[config.mk]
export PLATFORM = sky130hd
export DESIGN_NAME = bsc_cmd_wr
export DESIGN_NICKNAME = d
export VERILOG_FILES = /design/src/include/bsc_pkg.sv /design/src/bsc_buf2.sv /design/src/bsc_cmd_wr.sv
export SDC_FILE = /design/constraint.sdc
export NUM_CORES = 1
export LEC_CHECK = 0
export ABC_CLOCK_PERIOD_IN_PS = 6300
export BUFFER_PORTS_ARGS = -buffer_cell sky130_fd_sc_hd__clkbuf_2
export CAP_MARGIN = 20
export CORE_MARGIN = 2
export CORE_UTILIZATION = 45
export DETAILED_ROUTE_END_ITERATION = 8
export GPL_TIMING_DRIVEN = 1
export PLACE_DENSITY = 0.62
export SYNTH_ARGS = -nofsm -noshare
export SYNTH_HDL_FRONTEND = slang
export SYNTH_SLANG_ARGS = --single-unit
[constraint.sdc]
create_clock -name clk_sys_i -period 6.3 [get_ports clk_sys_i]
set_input_delay 1.26 -clock clk_sys_i [delete_from_list [all_inputs] [get_ports clk_sys_i]]
set_output_delay 1.26 -clock clk_sys_i [all_outputs]
set_load 0.01 [all_outputs]
[src/include/bsc_pkg.sv]
// shared constants for the burst-of-four command and byte-write block
package bsc_pkg;
    localparam int DATA_W_DEF  = 36;
    localparam int LANE_W      = 9;
    localparam int ADDR_W_DEF  = 21;
    localparam int SYNC_STAGES = 3;
    localparam int BURST_LEN   = 4;
    localparam int BEAT_W      = 2;
    localparam int WR_LEAD_K   = 2;
    localparam int BUF_DEPTH   = 2;
    localparam logic [1:0] LEAD_CNT_RST = 2'h0;
    localparam logic [1:0] BEAT_FIRST   = 2'h0;
    localparam logic [1:0] BEAT_LAST    = 2'h3;

    typedef enum logic [3:0] {
        BSC_WR_IDLE  = 4'h1,
        BSC_WR_BEAT1 = 4'h2,
        BSC_WR_BEAT2 = 4'h4,
        BSC_WR_BEAT3 = 4'h8
    } bsc_wr_state_t;
endpackage

[src/bsc_buf2.sv]
// two-entry valid/ready buffer for write beats
`timescale 1ns/1ns
module bsc_buf2 #(
    parameter int WIDTH = 8
) (
    // clock and reset
    input  wire logic             clk_sys_i,
    input  wire logic             resetn_i,
    // filling side
    input  wire logic             in_valid_i,
    output logic                  in_ready_o,
    input  wire logic [WIDTH-1:0] in_data_i,
    // draining side
    output logic                  out_valid_o,
    input  wire logic             out_ready_i,
    output logic [WIDTH-1:0]      out_data_o
);
    logic [WIDTH-1:0] mem_r [bsc_pkg::BUF_DEPTH];
    logic             wr_ptr_r;
    logic             rd_ptr_r;
    logic [1:0]       count_r;
    logic             push;
    logic             pop;

    assign in_ready_o  = (count_r != 2'h2);
    assign out_valid_o = (count_r != 2'h0);
    assign out_data_o  = mem_r[rd_ptr_r];
    assign push        = in_valid_i && in_ready_o;
    assign pop         = out_valid_o && out_ready_i;

    always_ff @(posedge clk_sys_i) begin
        if (push) begin
            mem_r[wr_ptr_r] <= in_data_i;
        end
    end

    always_ff @(posedge clk_sys_i) begin
        if (!resetn_i) begin
            wr_ptr_r <= 1'b0;
            rd_ptr_r <= 1'b0;
            count_r  <= 2'h0;
        end else begin
            if (push) begin
                wr_ptr_r <= ~wr_ptr_r;
            end
            if (pop) begin
                rd_ptr_r <= ~rd_ptr_r;
            end
            case ({push, pop})
                2'b10:   count_r <= count_r + 2'h1;
                2'b01:   count_r <= count_r - 2'h1;
                default: count_r <= count_r;
            endcase
        end
    end
endmodule // bsc_buf2

[src/bsc_cmd_wr.sv]
// command acceptance, burst read sequencing and byte-masked burst write capture
`timescale 1ns/1ns
// Functional notes
// A read burst starts when read select is seen low at a positive input clock rise.
// A write burst starts when write select is seen low at a positive input clock rise.
// The controller finishes every pending burst before it stops the input clocks.
// The controller spaces commands of one type at least two positive clock rises apart.
// A command on the rise right after an accepted command of the same type is dropped.
// With both selects low on the first rise after an idle rise, only the read is done.
// The controller holds write select low at the command rise even for a fully masked burst.
// In the 18-bit build, mask 0 gates bits 0-8 and mask 1 gates bits 9-17, low enables.
// In the 36-bit build, masks 0-3 gate lanes 0-8, 9-17, 18-26 and 27-35, low enables.
// Four beats and masks are taken on K, K#, K, K# rises from t+2.0 through t+3.5.
// Masks apply per beat; a beat with every mask high changes nothing.
// Only lanes unmasked at a beat's own edge are written; other beats stay unaffected.
// Burst addresses run linearly through base plus 0, 1, 2 and 3.
// Read and write sequencers run independently and may overlap.
module bsc_cmd_wr #(
    parameter int DATA_W = bsc_pkg::DATA_W_DEF,
    parameter int ADDR_W = bsc_pkg::ADDR_W_DEF,
    parameter int LANES  = DATA_W / bsc_pkg::LANE_W
) (
    // clock and reset
    input  wire logic              clk_sys_i,
    input  wire logic              resetn_i,
    // pins from the memory controller
    input  wire logic              k_clk_i,
    input  wire logic              k_clk_n_i,
    input  wire logic              read_sel_n_i,
    input  wire logic              write_sel_n_i,
    input  wire logic [ADDR_W-1:0] addr_i,
    input  wire logic [DATA_W-1:0] data_i,
    input  wire logic [LANES-1:0]  byte_mask_n_i,
    // read beats to the output path
    output logic                   rd_beat_valid_o,
    output logic [ADDR_W-1:0]      rd_beat_addr_o,
    output logic                   rd_busy_o,
    // write beats to the array
    output logic                   wr_valid_o,
    input  wire logic              wr_ready_i,
    output logic [ADDR_W-1:0]      wr_addr_o,
    output logic [DATA_W-1:0]      wr_data_o,
    output logic [LANES-1:0]       wr_lane_en_o,
    // status
    output logic                   wr_busy_o,
    output logic                   wr_overrun_o
);
    localparam int PIN_W = 4 + ADDR_W + DATA_W + LANES;
    localparam int BUF_W = ADDR_W + DATA_W + LANES;

    // pin synchronisers: three stages, change counts when stages two and three agree
    logic [PIN_W-1:0] s1_r;
    logic [PIN_W-1:0] s2_r;
    logic [PIN_W-1:0] s3_r;
    logic             k_lvl_r;
    logic             kn_lvl_r;
    logic             k_rise;
    logic             kn_rise;
    logic             rsel_n;
    logic             wsel_n;
    logic [ADDR_W-1:0] pin_addr;
    logic [DATA_W-1:0] pin_data;
    logic [LANES-1:0]  pin_mask_n;

    always_ff @(posedge clk_sys_i) begin
        if (!resetn_i) begin
            s1_r <= '1;
            s2_r <= '1;
            s3_r <= '1;
        end else begin
            s1_r <= {k_clk_i, k_clk_n_i, read_sel_n_i, write_sel_n_i,
                     addr_i, data_i, byte_mask_n_i};
            s2_r <= s1_r;
            s3_r <= s2_r;
        end
    end

    assign {rsel_n, wsel_n, pin_addr, pin_data, pin_mask_n} = s3_r[PIN_W-3:0];
    assign k_rise  = s2_r[PIN_W-1] && s3_r[PIN_W-1] && !k_lvl_r;
    assign kn_rise = s2_r[PIN_W-2] && s3_r[PIN_W-2] && !kn_lvl_r;

    // clock levels only move once both late stages agree, so a glitch is one edge at most
    always_ff @(posedge clk_sys_i) begin
        if (!resetn_i) begin
            k_lvl_r  <= 1'b1;
            kn_lvl_r <= 1'b1;
        end else begin
            if (s2_r[PIN_W-1] == s3_r[PIN_W-1]) begin
                k_lvl_r <= s3_r[PIN_W-1];
            end
            if (s2_r[PIN_W-2] == s3_r[PIN_W-2]) begin
                kn_lvl_r <= s3_r[PIN_W-2];
            end
        end
    end

    // command decode at each positive clock rise
    logic prev_rd_r;
    logic prev_wr_r;
    logic prev_nop_r;
    logic rd_acc;
    logic wr_acc;

    // read start, drops back-to-back
    assign rd_acc = k_rise && !rsel_n && !prev_rd_r;
    // write start, back-to-back drop, read wins after idle
    assign wr_acc = k_rise && !wsel_n && !prev_wr_r && !(prev_nop_r && !rsel_n);

    always_ff @(posedge clk_sys_i) begin
        if (!resetn_i) begin
            prev_rd_r  <= 1'b0;
            prev_wr_r  <= 1'b0;
            prev_nop_r <= 1'b1;
        end else if (k_rise) begin
            prev_rd_r  <= rd_acc;
            prev_wr_r  <= wr_acc;
            prev_nop_r <= rsel_n && wsel_n;
        end
    end

    // read sequencer: four beats on K, K#, K, K# starting at the command rise
    logic [ADDR_W-1:0] rd_base_r;
    logic [1:0]        rd_beat_r;
    logic              rd_act_r;
    logic              rd_step;

    assign rd_step = rd_act_r && (rd_beat_r[0] ? k_rise : kn_rise);

    // read side runs apart from the write side
    always_ff @(posedge clk_sys_i) begin
        if (!resetn_i) begin
            rd_base_r       <= '0;
            rd_beat_r       <= bsc_pkg::BEAT_FIRST;
            rd_act_r        <= 1'b0;
            rd_beat_valid_o <= 1'b0;
            rd_beat_addr_o  <= '0;
        end else begin
            rd_beat_valid_o <= rd_acc || rd_step;
            if (rd_acc) begin
                rd_base_r      <= pin_addr;
                rd_beat_r      <= bsc_pkg::BEAT_FIRST;
                rd_act_r       <= 1'b1;
                rd_beat_addr_o <= pin_addr;
            end else if (rd_step) begin
                rd_beat_r      <= rd_beat_r + 2'h1;
                rd_act_r       <= (rd_beat_r + 2'h1) != bsc_pkg::BEAT_LAST;
                // linear burst address
                rd_beat_addr_o <= rd_base_r + ADDR_W'(rd_beat_r + 2'h1);
            end
        end
    end
    assign rd_busy_o = rd_act_r;

    // write sequencer: pending slot waits for the second K rise after the command
    logic [ADDR_W-1:0]      pend_addr_r;
    logic                   pend_v_r;
    logic [1:0]             pend_k_r;
    logic                   pend_go;
    logic [ADDR_W-1:0]      wr_base_r;
    logic [1:0]             wr_beat_r;
    bsc_pkg::bsc_wr_state_t wr_state_r;
    logic                   cap;

    // beat zero lands on the K rise at t+2.0
    assign pend_go = pend_v_r && k_rise && (pend_k_r == 2'(bsc_pkg::WR_LEAD_K - 1));

    always_ff @(posedge clk_sys_i) begin
        if (!resetn_i) begin
            pend_addr_r <= '0;
            pend_v_r    <= 1'b0;
            pend_k_r    <= bsc_pkg::LEAD_CNT_RST;
        end else if (wr_acc) begin
            pend_addr_r <= pin_addr;
            pend_v_r    <= 1'b1;
            pend_k_r    <= bsc_pkg::LEAD_CNT_RST;
        end else if (pend_go) begin
            pend_v_r <= 1'b0;
        end else if (pend_v_r && k_rise) begin
            pend_k_r <= pend_k_r + 2'h1;
        end
    end

    // alternate K and K# rises for beats one to three
    always_ff @(posedge clk_sys_i) begin
        if (!resetn_i) begin
            wr_state_r <= bsc_pkg::BSC_WR_IDLE;
            wr_base_r  <= '0;
            wr_beat_r  <= bsc_pkg::BEAT_FIRST;
        end else if (pend_go) begin
            wr_state_r <= bsc_pkg::BSC_WR_BEAT1;
            wr_base_r  <= pend_addr_r;
        end else begin
            case (wr_state_r)
                bsc_pkg::BSC_WR_IDLE:  wr_state_r <= bsc_pkg::BSC_WR_IDLE;
                bsc_pkg::BSC_WR_BEAT1: if (kn_rise) wr_state_r <= bsc_pkg::BSC_WR_BEAT2;
                bsc_pkg::BSC_WR_BEAT2: if (k_rise)  wr_state_r <= bsc_pkg::BSC_WR_BEAT3;
                bsc_pkg::BSC_WR_BEAT3: if (kn_rise) wr_state_r <= bsc_pkg::BSC_WR_IDLE;
                default:               wr_state_r <= bsc_pkg::BSC_WR_IDLE;
            endcase
        end
        if (resetn_i && (pend_go || cap)) begin
            wr_beat_r <= pend_go ? 2'h1 : wr_beat_r + 2'h1;
        end
    end

    always_comb begin
        case (wr_state_r)
            bsc_pkg::BSC_WR_BEAT1: cap = kn_rise;
            bsc_pkg::BSC_WR_BEAT2: cap = k_rise;
            bsc_pkg::BSC_WR_BEAT3: cap = kn_rise;
            default:               cap = 1'b0;
        endcase
    end
    assign wr_busy_o = pend_v_r || (wr_state_r != bsc_pkg::BSC_WR_IDLE);

    // beat assembly: address, lane enables and lane data
    logic [ADDR_W-1:0] beat_addr;
    logic [LANES-1:0]  lane_en;
    logic [DATA_W-1:0] lane_data;
    logic              beat_push;
    logic              buf_in_ready;
    logic [BUF_W-1:0]  buf_out;

    // base plus beat index
    assign beat_addr = pend_go ? pend_addr_r : wr_base_r + ADDR_W'(wr_beat_r);

    genvar g;
    generate
        for (g = 0; g < LANES; g++) begin : g_lane
            // low mask enables its nine-bit lane
            assign lane_en[g] = !pin_mask_n[g];
            // masked lane data is dropped, it is don't-care
            assign lane_data[g*bsc_pkg::LANE_W +: bsc_pkg::LANE_W] =
                lane_en[g] ? pin_data[g*bsc_pkg::LANE_W +: bsc_pkg::LANE_W] : '0;
        end
    endgenerate

    // an all-masked beat never reaches the array
    assign beat_push = (pend_go || cap) && (lane_en != '0);

    // pins cannot be stalled, so a refused beat is flagged rather than waited for
    always_ff @(posedge clk_sys_i) begin
        if (!resetn_i) begin
            wr_overrun_o <= 1'b0;
        end else if (beat_push && !buf_in_ready) begin
            wr_overrun_o <= 1'b1;
        end
    end

    bsc_buf2 #(
        .WIDTH (BUF_W)
    ) u_buf (
        .clk_sys_i   (clk_sys_i),
        .resetn_i    (resetn_i),
        .in_valid_i  (beat_push),
        .in_ready_o  (buf_in_ready),
        .in_data_i   ({beat_addr, lane_data, lane_en}),
        .out_valid_o (wr_valid_o),
        .out_ready_i (wr_ready_i),
        .out_data_o  (buf_out)
    );
    assign {wr_addr_o, wr_data_o, wr_lane_en_o} = buf_out;
endmodule // bsc_cmd_wr

==> metrics.cfg <==
[power]
power_density_mw_per_mm2 = 317
combPwrFrac_pct = 1.9
leakage_uw = 0.00649
p_sw_share_pct = 19.4
p_clk_share_pct = 46.2
p_sw_uw = 1070
p_int_uw = 4450
pwr-share-seq_pct = 51.9
ir_drop_v = 0.000165

[timing]
relSlewSlack_pct = 44.1
final_max_slew_viol_count = 0
setup_tns_ns = 0
hold_viol = 0
rsz0062_at_grt = false
whs_ns = 0.398
fin_crit_ns = 3.39
worst_slack_ns = 2.91
setup_viol = 0
fin_crit_sh_pct = 53.8
worst_slew_pin_slew_ns = 0.839
fmax_mhz = 295
skew_ns = 0.0185

[finish]
area_growth_pct = 17.6
final_area_mm2 = 0.0174
fill_cells = 2824
antenna_cells = 0
multi_input_area_mm2 = 0.00477
layout_common_cells = 300 x dfxtp_1, 198 x nand2b_1, 154 x nand2_1
register_area_mm2 = 0.00975
drive_above_1_share_pct = 21.3
fin_nets = 1478
final_common_cell = dfxtp_1

[critical_path]
cp_data_arrival_time_ns = 2.13
timing.critical_path.buf_inv = 2
crit_family = buffers and inverters
path_class = reg2out
rr_worst_depth = 7
crit_path_top_delay_cell = buf_4
path_max_fanout = 54
worst-path-stages = 3
max_stage_delay_ns = 0.55
worstSetupStartpointType = register
cp.required_ns = 5.04
cp-end-kind = primary output
worstPathCellList = buf_4, mux2_2, clkbuf_2

[detailed_routing]
vias = 8893
dr.pass1.iters = 4
ant_nets = 0
drc = 0
viasPerCell = 4.75
wl_per_cell_um = 14.4
drtIter0Drc = 429
finalWirelength_um = 26900

[synth]
synthTopCellsByArea = dfxtp_1 41%, edfxtp_1 25%, nand2b_1 8.4%, mux2_2 4.6%, nand2_1 3.9%
synthCells = 1257
ys.flop_type = dfxtp_1
ys_warn_count = 0
syn_nets = 1336
async_reset_ff_share_pct = 0
synth-seq-cells = 425
synth_edf_count = 124
syn_area_mm2 = 0.0148
yosysTopAreaCell = dfxtp_1
ys_seq_area_share_pct = 65.8
avgSynthCellArea_um2 = 11.8
synth_top_area_share_pct = 40.7
synth.distinct_cells = 53

[floorplan]
die_w_um = 185
die_h_um = 185
fp-row-count = 66
ios = 155
dieArea_mm2 = 0.0344
initial_core_util_pct = 45.7
core_mm2 = 0.0325

[place]
place_area_mm2 = 0.0160
place.gp.congestion = 0.806
pre_cts_slack_ns = 3.13
hpwl_um = 17900
io_buffers = 154

[grt]
antenna_found_initial = 0
overflow = 0
grt_max_degree = 88
grt_pass1_wl_um = 42900
grt_usage_pct = 15.7
grt_pass1_vias = 8440

[clocking]
clock_sinks = 425
clk_path_buf_depth = 3
clockRootBuffer = clkbuf_16
htree_levels = 2
holdBufCountCts = 0
clkLatencyLatePin_ns = 0.54
cts_setup_buffers = 0
cts_resized = 0
cts_inserted_buffers = 42
path_clk_slew_ns = 0.06
tritoncts = done

[job]
maxCapViolCount = 0

[run_status]
outcome = completed

[worst_hold_path]
hp-class = reg2reg
min_path_cells = 1

[through the flow]
stage / instances / utilization, % / total power (µW)
global route: 1874 / 53.7 / 5710
finish: 1874 / 53.7 / 5520
detailed placement: 1796 / 49.2 / 3030
CTS: 1873 / 53.6 / 5590
global placement: 1796 / 49.2 / 3030
floorplan: 1257 / - / 2990
[kinds of logic after synthesis]
family                     synth area share [%]
AOI/OAI and AO/OA                          5.59
xor gates and xnor gates                   2.48
adders and majority gates                  1.03
buffers and inverters                      2.14
DFF                                        65.8
muxes                                      4.84
and+or+nand+nor                            18.1
[path summary, 6_finish.rpt]
check	start	end	slack, ns
hold / removal	s2_r[51]	s3_r[51]	0.40
setup / recovery	register	wr_addr_o[12]	2.91
hold reg to reg	s2_r[51]	s3_r[51]	0.40
setup reg to reg	s3_r[64]	u_buf.mem_r[1][5]	3.18
[registers in the layout, summed over array words and instances, names as in the netlist, 4 cells and up, named ones only]
name and cells:
s3_r 65, wr_state_r 4, s1_r 65, u_buf.mem_r 122, s2_r 65, wr_base_r 21
rd_beat_addr_o 21, pend_addr_r 21, rd_base_r 21
[power groups by stage]
| stage | combinational (µW) | sequential [µW] | clock, µW |
|---|---|---|---|
| finish | 104 | 2870 | 2550 |
| global route | 118 | 2870 | 2720 |
| CTS | 106 | 2870 | 2620 |
| detailed placement | 106 | 2930 | 0 |
| global placement | 103 | 2930 | 0 |
| floorplan | 73.6 | 2920 | 0 |
[worst register-to-register path, stage by stage (launching register included)]
cell and delay [ns]:
dfxtp_1 0.33, ha_1 0.21, nor2b_1 0.33, and3_1 0.21, buf_4 0.36, o311ai_4 0.22
nor2_4 0.45, buf_4 0.58
[synth_stat cells (2+ instances only)]
library cell	n
a211oi_1	3
a21oi_1	75
and2_1	3
and3_1	8
and4_1	10
buf_2	10
clkbuf_1	55
dfxtp_1	301
edfxtp_1	124
fa_1	2
ha_1	9
inv_1	10
mux2_2	61
mux2i_1	3
nand2_1	154
nand2b_1	198
nand3_1	16
nand4_1	15
nor2_1	39
nor2b_1	39
nor3_1	3
nor3b_1	2
nor4_1	3
nor4b_1	2
o2111ai_1	2
o211ai_1	4
o21a_1	2
o21ai_0	25
o221ai_1	5
o32ai_1	10
or4_1	2
xnor2_1	20
xor2_1	22
[routing by layer]
metal | wire length, µm | track usage (%) | vias to the layer above | part of all wire (%)
li1 | - | - | 4540 | -
met5 | 0 | 0 | - | 0
met2 | 12400 | 25.2 | 178 | 46
met1 | 12500 | 21.8 | 4130 | 46
met3 | 1390 | 2.75 | 45 | 5.2
met4 | 597 | 4.95 | 0 | 2.2
[layout make-up]
| class | count | share of cell area, % |
|---|---|---|
| Inverter | 11 | 0.237 |
| Tap cell | 442 | 3.17 |
| Sequential cell | 425 | 56.0 |
| Clock buffer | 55 | 6.63 |
| Clock inverter | 22 | 1.63 |
| Timing Repair Buffer | 165 | 4.98 |
| Multi-Input combinational cell | 754 | 27.4 |
No activity file was read; power rests on OpenSTA's default activity.
